==> src/shared/wd_map.svh <==
// Register offsets, field positions, reset values and timing counts of the watchdog block.
// Functional notes
// - Watchdog reset pulse lasts one system clock.
// - Startup delay starts when reset pulse falls.
// - Watchdog flag set by watchdog reset, cleared.
// - Brown-out flag set by brown-out reset.
// - Pin flag set by external pin reset.
// - Power-on flag cleared only by software zero.
// - Pin disable bit one stops pin reset.
// - Counter advances only on oscillator edges.
// - Time-out gives interrupt or reset per mode.
// - Restart strobe clears counter to zero.
// - Interrupt mode raises only the interrupt.
// - Reset mode resets without any interrupt.
// - Combined mode: interrupt first, then reset.
// - Fuse forces reset mode, enables locked.
// - Reset clear, prescaler change need sequence.
// - Timed write accepted only inside window.
// - Time-out selectable about 1 ms to 8 s.
// - Watchdog flag forces reset enable high.
// - Change enable self-clears after four cycles.
// - Prescaler codes map to oscillator cycle counts.
// - Vector clears flag; clears interrupt enable only while reset enable is set.
`ifndef WD_MAP_SVH
`define WD_MAP_SVH
`define ADDR_RESET_CAUSE 2'h0
`define ADDR_SYSTEM_CONTROL 2'h1
`define ADDR_WD_CONTROL 2'h2
`define BIT_WD_FLAG 3
`define BIT_BOR_FLAG 2
`define BIT_PIN_FLAG 1
`define BIT_POR_FLAG 0
`define BIT_RESET_PIN_DISABLE 3
`define SYSCTL_RESET 5'h00
`define SYSCTL_WIDTH 5
`define WD_BASE_CYCLES 21'h000800
`define WD_SHORT_CYCLES 21'h000400
`define WD_CODE_LONG_MAX 4'h9
`define WD_CODE_SHORT_MIN 4'ha
`define WD_CODE_SHORT_MAX 4'hd
`define WD_PRESC_RESET 4'h0
`define CHANGE_WINDOW_CYCLES 3'h4
`define REF_CLK_MHZ 200
`define STARTUP_DELAY_US 64
`endif

==> src/shared/wd_pkg.sv <==
// Types shared by the watchdog block.
`default_nettype none
package wd_pkg;
	typedef struct packed {
		logic [1:0] addr;
		logic [7:0] wdata;
		logic wr;
		logic rd;
	} reg_req_type;
	typedef struct packed {
		logic irq_flag;
		logic irq_enable;
		logic presc_hi;
		logic change_enable;
		logic reset_enable;
		logic [2:0] presc_lo;
	} wd_ctrl_type;
	typedef enum logic [1:0] {
		MODE_STOPPED = 2'b00,
		MODE_IRQ = 2'b01,
		MODE_COMBINED = 2'b11,
		MODE_RESET = 2'b10
	} wd_mode_type;
endpackage
`default_nettype wire

==> src/watchdog_with_reset_flags.sv <==
// Watchdog timer with reset-cause flags, reset-pin disable and startup delay.
`include "wd_map.svh"
`default_nettype none
module watchdog_with_reset_flags #(
	parameter logic [23:0] STARTUP_CYCLES = 24'(`STARTUP_DELAY_US * `REF_CLK_MHZ)
) (
	input wire logic ref_clk,
	input wire logic rst,
	input wire wd_pkg::reg_req_type bus,
	output logic [7:0] rd_data,
	input wire logic wd_osc_clk,
	input wire logic brownout_reset,
	input wire logic pin_reset_n,
	input wire logic watchdog_always_on_fuse,
	input wire logic restart_strobe,
	input wire logic irq_vector_ack,
	output logic wd_reset_pulse,
	output logic system_reset_hold,
	output logic wd_irq,
	output logic reset_pin_enabled
);
	import wd_pkg::*;

	function automatic logic [20:0] timeout_cycles(input logic [3:0] code);
		if (code <= `WD_CODE_LONG_MAX) begin
			return `WD_BASE_CYCLES << code;
		end else if (code <= `WD_CODE_SHORT_MAX) begin
			return `WD_SHORT_CYCLES >> (code - `WD_CODE_SHORT_MIN);
		end else begin
			return `WD_BASE_CYCLES;
		end
	endfunction

	function automatic logic sticky(input logic cur, input logic set, input logic clr);
		return set | (cur & ~clr);
	endfunction

	function automatic wd_mode_type mode_of(input logic fuse, input logic wd_reset_enable, input logic wd_irq_enable);
		if (fuse) begin
			return MODE_RESET;
		end else begin
			return wd_mode_type'({wd_reset_enable, wd_irq_enable});
		end
	endfunction

	// Pin-level inputs are synchronised; the watchdog oscillator is sampled, not used as a clock,
	// so the 200 MHz clock easily resolves every 128 kHz edge.
	logic [2:0] osc_sync;
	logic [1:0] bor_sync;
	logic [1:0] pin_sync;
	logic [1:0] fuse_sync;
	logic osc_edge;
	logic fuse_on;
	logic pin_reset_event;
	logic reset_source;
	logic [23:0] delay_count;
	logic [20:0] wd_count;
	logic [3:0] presc;
	logic wde_reg;
	logic wd_irq_enable;
	logic irq_flag;
	logic [2:0] win_count;
	logic window_open;
	logic wde_eff;
	logic wd_irq_enable_eff;
	wd_mode_type mode;
	logic expire;
	logic wd_reset_req;
	logic set_irq;
	logic wd_flag;
	logic bor_flag;
	logic pin_flag;
	logic por_flag;
	logic [`SYSCTL_WIDTH-1:0] sysctl;
	logic reset_pin_disable;
	logic wr_status;
	logic wr_sysctl;
	logic wr_ctrl;
	wd_ctrl_type wr_data;
	logic open_req;
	logic timed_wr;
	logic clear_all;
	logic [7:0] next_rd_data;

	always_ff @(posedge ref_clk) begin
		if (rst) begin
			osc_sync <= 3'h0;
			bor_sync <= 2'h0;
			pin_sync <= 2'h3;
			fuse_sync <= 2'h0;
		end else begin
			osc_sync <= {osc_sync[1:0], wd_osc_clk};
			bor_sync <= {bor_sync[0], brownout_reset};
			pin_sync <= {pin_sync[0], pin_reset_n};
			fuse_sync <= {fuse_sync[0], watchdog_always_on_fuse};
		end
	end

	assign osc_edge = osc_sync[1] & ~osc_sync[2];
	assign fuse_on = fuse_sync[1];
	assign reset_pin_disable = sysctl[`BIT_RESET_PIN_DISABLE];
	assign reset_pin_enabled = ~reset_pin_disable;
	assign pin_reset_event = ~pin_sync[1] & ~reset_pin_disable;
	assign reset_source = wd_reset_pulse | bor_sync[1] | pin_reset_event;

	// The delay reloads while any source is active, so it runs out only after the last one
	// falls; for the one-cycle watchdog pulse it starts on the pulse's falling edge.
	always_ff @(posedge ref_clk) begin
		if (rst) begin
			delay_count <= STARTUP_CYCLES;
		end else if (reset_source) begin
			delay_count <= STARTUP_CYCLES;
		end else if (delay_count != 24'h0) begin
			delay_count <= delay_count - 24'h1;
		end
	end

	assign system_reset_hold = reset_source | (delay_count != 24'h0);
	assign clear_all = rst | system_reset_hold;

	assign wr_status = bus.wr & (bus.addr == `ADDR_RESET_CAUSE);
	assign wr_sysctl = bus.wr & (bus.addr == `ADDR_SYSTEM_CONTROL);
	assign wr_ctrl = bus.wr & (bus.addr == `ADDR_WD_CONTROL);
	assign wr_data = bus.wdata;

	// Reset-cause flags survive internal resets; only the power-on reset or a software zero clears the three
	// event flags, and the power-on reset sets its own flag.
	always_ff @(posedge ref_clk) begin
		if (rst) begin
			por_flag <= 1'b1;
			bor_flag <= 1'b0;
			pin_flag <= 1'b0;
			wd_flag <= 1'b0;
		end else begin
			wd_flag <= sticky(wd_flag, wd_reset_pulse,
				wr_status & ~bus.wdata[`BIT_WD_FLAG]);
			bor_flag <= sticky(bor_flag, bor_sync[1],
				wr_status & ~bus.wdata[`BIT_BOR_FLAG]);
			pin_flag <= sticky(pin_flag, pin_reset_event,
				wr_status & ~bus.wdata[`BIT_PIN_FLAG]);
			por_flag <= sticky(por_flag, 1'b0,
				wr_status & ~bus.wdata[`BIT_POR_FLAG]);
		end
	end

	always_ff @(posedge ref_clk) begin
		if (clear_all) begin
			sysctl <= `SYSCTL_RESET;
		end else if (wr_sysctl) begin
			sysctl <= bus.wdata[`SYSCTL_WIDTH-1:0];
		end
	end

	assign wde_eff = wde_reg | wd_flag | fuse_on;
	assign wd_irq_enable_eff = wd_irq_enable & ~fuse_on;
	assign mode = mode_of(fuse_on, wde_eff, wd_irq_enable_eff);
	assign window_open = win_count != 3'h0;
	assign open_req = wr_ctrl & wr_data.change_enable & wr_data.reset_enable;
	assign timed_wr = wr_ctrl & window_open & ~wr_data.change_enable;

	always_ff @(posedge ref_clk) begin
		if (clear_all) begin
			win_count <= 3'h0;
		end else if (open_req) begin
			win_count <= `CHANGE_WINDOW_CYCLES;
		end else if (timed_wr) begin
			win_count <= 3'h0;
		end else if (window_open) begin
			win_count <= win_count - 3'h1;
		end
	end

	// Outside the window software may only raise the reset enable.
	always_ff @(posedge ref_clk) begin
		if (clear_all) begin
			wde_reg <= 1'b0;
		end else if (timed_wr) begin
			wde_reg <= wr_data.reset_enable;
		end else if (wr_ctrl & wr_data.reset_enable) begin
			wde_reg <= 1'b1;
		end
	end

	always_ff @(posedge ref_clk) begin
		if (clear_all) begin
			presc <= `WD_PRESC_RESET;
		end else if (timed_wr) begin
			presc <= {wr_data.presc_hi, wr_data.presc_lo};
		end
	end

	always_ff @(posedge ref_clk) begin
		if (clear_all) begin
			wd_irq_enable <= 1'b0;
		end else if (irq_vector_ack & wde_eff) begin
			wd_irq_enable <= 1'b0;
		end else if (wr_ctrl) begin
			wd_irq_enable <= wr_data.irq_enable;
		end
	end

	always_ff @(posedge ref_clk) begin
		if (clear_all) begin
			irq_flag <= 1'b0;
		end else begin
			irq_flag <= sticky(irq_flag, set_irq,
				irq_vector_ack | (wr_ctrl & wr_data.irq_flag));
		end
	end

	// Compare with greater-or-equal so that shortening the period below the running count
	// expires on the next oscillator edge instead of wrapping the whole 21-bit counter.
	assign expire = (mode != MODE_STOPPED) & osc_edge &
		(wd_count >= timeout_cycles(presc) - 21'h1);

	// A pending flag in combined mode means the handler never ran: the next expiry resets.
	assign wd_reset_req = expire & ((mode == MODE_RESET) |
		((mode == MODE_COMBINED) & irq_flag));
	assign set_irq = expire & ((mode == MODE_IRQ) |
		((mode == MODE_COMBINED) & ~irq_flag));

	always_ff @(posedge ref_clk) begin
		if (clear_all | restart_strobe | (mode == MODE_STOPPED)) begin
			wd_count <= 21'h0;
		end else if (osc_edge) begin
			wd_count <= expire ? 21'h0 : wd_count + 21'h1;
		end
	end

	always_ff @(posedge ref_clk) begin
		if (rst) begin
			wd_reset_pulse <= 1'b0;
		end else begin
			wd_reset_pulse <= wd_reset_req;
		end
	end

	// Level request so it can wake the core from sleep.
	assign wd_irq = irq_flag & wd_irq_enable_eff;

	always_comb begin
		next_rd_data = 8'h00;
		if (!bus.rd) begin
			next_rd_data = 8'h00;
		end else if (bus.addr == `ADDR_RESET_CAUSE) begin
			next_rd_data = {4'h0, wd_flag, bor_flag, pin_flag, por_flag};
		end else if (bus.addr == `ADDR_SYSTEM_CONTROL) begin
			next_rd_data = {3'h0, sysctl};
		end else if (bus.addr == `ADDR_WD_CONTROL) begin
			next_rd_data = {irq_flag, wd_irq_enable_eff, presc[3], window_open, wde_eff, presc[2:0]};
		end
	end

	always_ff @(posedge ref_clk) begin
		if (rst) begin
			rd_data <= 8'h00;
		end else begin
			rd_data <= next_rd_data;
		end
	end
endmodule // watchdog_with_reset_flags
`default_nettype wire

==> config.mk <==
export PLATFORM = sky130hd
export DESIGN_NAME = watchdog_with_reset_flags
export DESIGN_NICKNAME = d
export VERILOG_FILES = /design/src/shared/wd_pkg.sv /design/src/watchdog_with_reset_flags.sv
export VERILOG_INCLUDE_DIRS = /design/src /design/src/shared
export SDC_FILE = /design/constraint.sdc
export NUM_CORES = 1
export LEC_CHECK = 0
export BUFFER_PORTS_ARGS = -buffer_cell sky130_fd_sc_hd__buf_2
export CORE_ASPECT_RATIO = 0.7
export CORE_MARGIN = 5
export CORE_UTILIZATION = 55
export DETAILED_ROUTE_END_ITERATION = 8
export PLACE_DENSITY = 0.84
export SYNTH_ARGS = -nofsm -noshare
export SYNTH_HDL_FRONTEND = slang
export SYNTH_SLANG_ARGS = --single-unit
==> constraint.sdc <==
create_clock -name ref_clk -period 4.49 [get_ports ref_clk]
set_clock_uncertainty 0.1 [all_clocks]
set_input_delay 0.449 -clock ref_clk [delete_from_list [all_inputs] [get_ports ref_clk]]
set_output_delay 0.449 -clock ref_clk [all_outputs]
set_load 0.005 [all_outputs]
==> results.txt <==
status - completed
routability congestion estimate - 0.939
Hold EP - pin_sync[0]$_SDFF_PP1_
largest family of logic cells by synthesized area - simple AND/OR/NAND/NOR gates
primary flip-flop cell chosen by synthesis mapping - dfxtp_1
# DRC - 0
HP Class - in -> reg
Cell Int Power - 1.23 mW
hold slack - 189 ps
Die X - 119 um
total placed cells including tap cells - 663
synth warn - 0
CTS tree - built
TNS Setup - 0 ps
cell count after synthesis - 552
area share of fa/ha/maj cells after synthesis - 0.0737
Non-Filler Instances - 680
final slew viol count - 0
Post-Synth XOR/XNOR Area - 0.0764
CTS buffer count - 9
final WL - 10.5 mm
First-pass DRT Iterations - 5
Synth Register Bits - 82
CORE AREA - 0.00801 mm2
Hold Vio Cnt, Final - 0
leakage - 1.93 nW
clk sinks - 82
Tot Pwr - 1.64 mW
H-tree Lvls - 3
first-iteration detailed-routing DRC count - 345
Comb pwr share - 0.094
Post-DRT Antenna Nets - 0
post-synthesis async set-or-reset flop share - 0
count of flip-flops with a built-in enable after synthesis - 0
clock slew seen by the registers of the worst setup and hold paths - 60 ps
Compound-Gate Fraction of Synth Area - 0.130
Reg2Reg Setup Slack - 340 ps
Biggest register - delay_count
Net Sw Frac - 0.248
I/O pin cnt - 32
hold_sp - pin_reset_n
pwr dens - 321 mW/mm2
Nets - 621
DP Area - 0.00479 mm2
Site Rows - 27
Layout area overhead - 11.5%
Port Buf Inserts - 31
clk_lat worst skew - 340 ps
Clock Tree Buf Depth - 2
Initial Util - 0.573
CP Launch Type - flop
Reg2Reg Depth - 16
ANT cells - 0
vias - 4054
unique cell type count in the Yosys netlist - 54
Cell Area, Synth - 0.00458 mm2
DP Wirelength - 7.68 mm
worst setup path class - reg -> reg
synthesized area per cell - 8.31 um2
first-pass GRT wire length - 18.2 mm
Worst Path Max Fanout - 19
unrepaired setup endpoints after global routing - no
Die Ht - 86.4 um
Avg WL per Cell - 15.4 um
mux cell area share after synthesis - 0.0199
FF-to-FF Start - presc[1]$_SDFFE_PP0P_
Critical Path Source - presc[1]$_SDFFE_PP0P_
Max IR drop VDD - 0.204 mV
crit share post-route - 0.925
Flop pwr share - 0.471
# setup viols final - 0
Vias/cell - 5.96
Max Cap Viol - 0
sequential-to-total area share from yosys stat - 0.358
syn nets - 599
Critical Path RT - 4660 ps
Overflow after GRT - 0
Slew headroom - 0.364
Design Area, Final - 0.00511 mm2
r2r endpoint - wd_count[3]$_SDFFE_PP0P_
CP Capture Type - flop
largest registers - delay_count: 24 flops, wd_count: 21 flops, rd_data: 8 flops
largest net degree at the start of global routing - 23
number of global-route vias before repair - 3890
ratio of cells with drive above 1 in the final layout - 0.152
Clk pwr share - 0.435
worst-margin pin slew - 945 ps
fmax - 0.241 GHz
initial antenna violation count - 0
hold depth - 2
Largest register FFs - 24
Global Route Usage Sum - 0.214
crit path time final - 4150 ps
Root Buffer - clkbuf_16
switching pwr - 0.407 mW
Die ar. - 0.0103 mm2
critical path data arrival time - 4320 ps
simple-gate portion of the synthesized area - 0.303
==> worst max-delay path by stage <==
stage / endpoint
3_3_place_gp: wd_count[2]$_SDFFE_PP0P_
5_1_grt: wd_count[12]$_SDFFE_PP0P_
4_1_cts: wd_count[2]$_SDFFE_PP0P_
2_1_floorplan: wd_count[11]$_SDFFE_PP0P_
6_report: wd_count[3]$_SDFFE_PP0P_
3_5_place_dp: wd_count[2]$_SDFFE_PP0P_
==> synth_stat cells (3+ instances only) <==
cell type | n | area (um2)
nor2_1 | 56 | 210
ha_1 | 27 | 338
xor2_1 | 20 | 175
buf_6 | 3 | 33.8
nand3_1 | 23 | 115
clkbuf_1 | 21 | 78.8
buf_2 | 3 | 15.0
nor3_1 | 16 | 80.1
nand4_1 | 11 | 68.8
a31oi_1 | 6 | 37.5
nand2b_1 | 10 | 62.6
or2_2 | 3 | 18.8
and2_1 | 5 | 31.3
a21oi_1 | 45 | 225
o21a_1 | 4 | 30.0
nor4_1 | 9 | 56.3
o21ai_0 | 22 | 110
inv_1 | 13 | 48.8
nor3_2 | 19 | 190
xnor2_1 | 20 | 175
nor2b_1 | 15 | 93.8
a22oi_1 | 4 | 30.0
mux2i_1 | 8 | 80.1
nand2_1 | 55 | 206
or3_1 | 8 | 50.1
and3_1 | 9 | 56.3
dfxtp_1 | 82 | 1640
==> timing repair <==
item                       in CTS  in global routing
setup endpoints to repair      19                 20
hold buffers                    0                  0
hold endpoints to repair        0                  0
pin swaps                       1                  0
setup buffers                   1                  0
resized for setup               0                  2
gates cloned                    0                  0
==> logic make-up after synthesis <==
| kind of cell | count (synthesis) |
|---|---|
| buf+inv | 41 |
| compound gates | 99 |
| fa+ha+maj | 27 |
| mux | 9 |
| xor+xnor | 40 |
| flops | 82 |
| simple gates | 254 |
==> power by group through the flow <==
stage	sequential [mW]	clock [mW]	combinational (mW)
2_1_floorplan	0.783	0	0.116
3_3_place_gp	0.786	0	0.143
3_5_place_dp	0.787	0	0.151
4_1_cts	0.772	0.722	0.153
5_1_grt	0.774	0.764	0.171
6_report	0.772	0.714	0.154
==> metal layers <==
| metal | GRT usage | routed length (um) |
|---|---|---|
| met4 | 0.0610 | 140 |
| met3 | 0.0594 | 723 |
| met1 | 0.280 | 4850 |
| met5 | 0 | 0 |
| met2 | 0.347 | 4790 |
==> area by class of cell <==
class                      count  area (um2)
tap                          101         126
sequential                    82        1640
clock inverter                 3        21.3
multi-input combinational    429        2780
fill                         657        2890
inverter                      13        48.8
clock buffer                  13         270
timing repair buffer          39         228
==> critical path, stage by stage, from the launching register on <==
cell and delay [ps]:
dfxtp_1 320, inv_1 100, ha_2 380, nand2_1 90, or4b_2 680, nand3_1 160
nor2_1 140, nor3_2 230, a32oi_1 150, ha_1 330, a21oi_1 150, o21ai_0 100
a221oi_1 410, o211a_1 310, nor3_4 70, buf_12 170, nor3_2 180
==> cell usage in the layout (no fill, tap or decap), types with 4 or more instances in the layout <==
| master | count |
|---|---|
| buf_4 | 7 |
| and3_1 | 9 |
| mux2i_1 | 8 |
| inv_1 | 13 |
| or3_1 | 8 |
| a22oi_1 | 4 |
| nor3_2 | 19 |
| o21a_1 | 4 |
| ha_1 | 26 |
| nor4_1 | 9 |
| o21ai_0 | 22 |
| a31oi_1 | 6 |
| nor3_1 | 15 |
| and2_1 | 5 |
| nand4_1 | 11 |
| nand2_1 | 55 |
| nand3_1 | 23 |
| clkbuf_16 | 9 |
| a21oi_1 | 45 |
| nor2_1 | 56 |
| buf_2 | 31 |
| nand2b_1 | 10 |
| xor2_1 | 20 |
| dfxtp_1 | 82 |
| nor2b_1 | 15 |
| xnor2_1 | 20 |
==> through the flow <==
step	utilization	setup WS, ps
after floorplan	-	132
after global placement	0.599	118
after detailed placement	0.599	-153
after CTS	0.638	239
after global routing	0.639	5.05
final	0.639	338
Power figures use the tool's default switching activity.
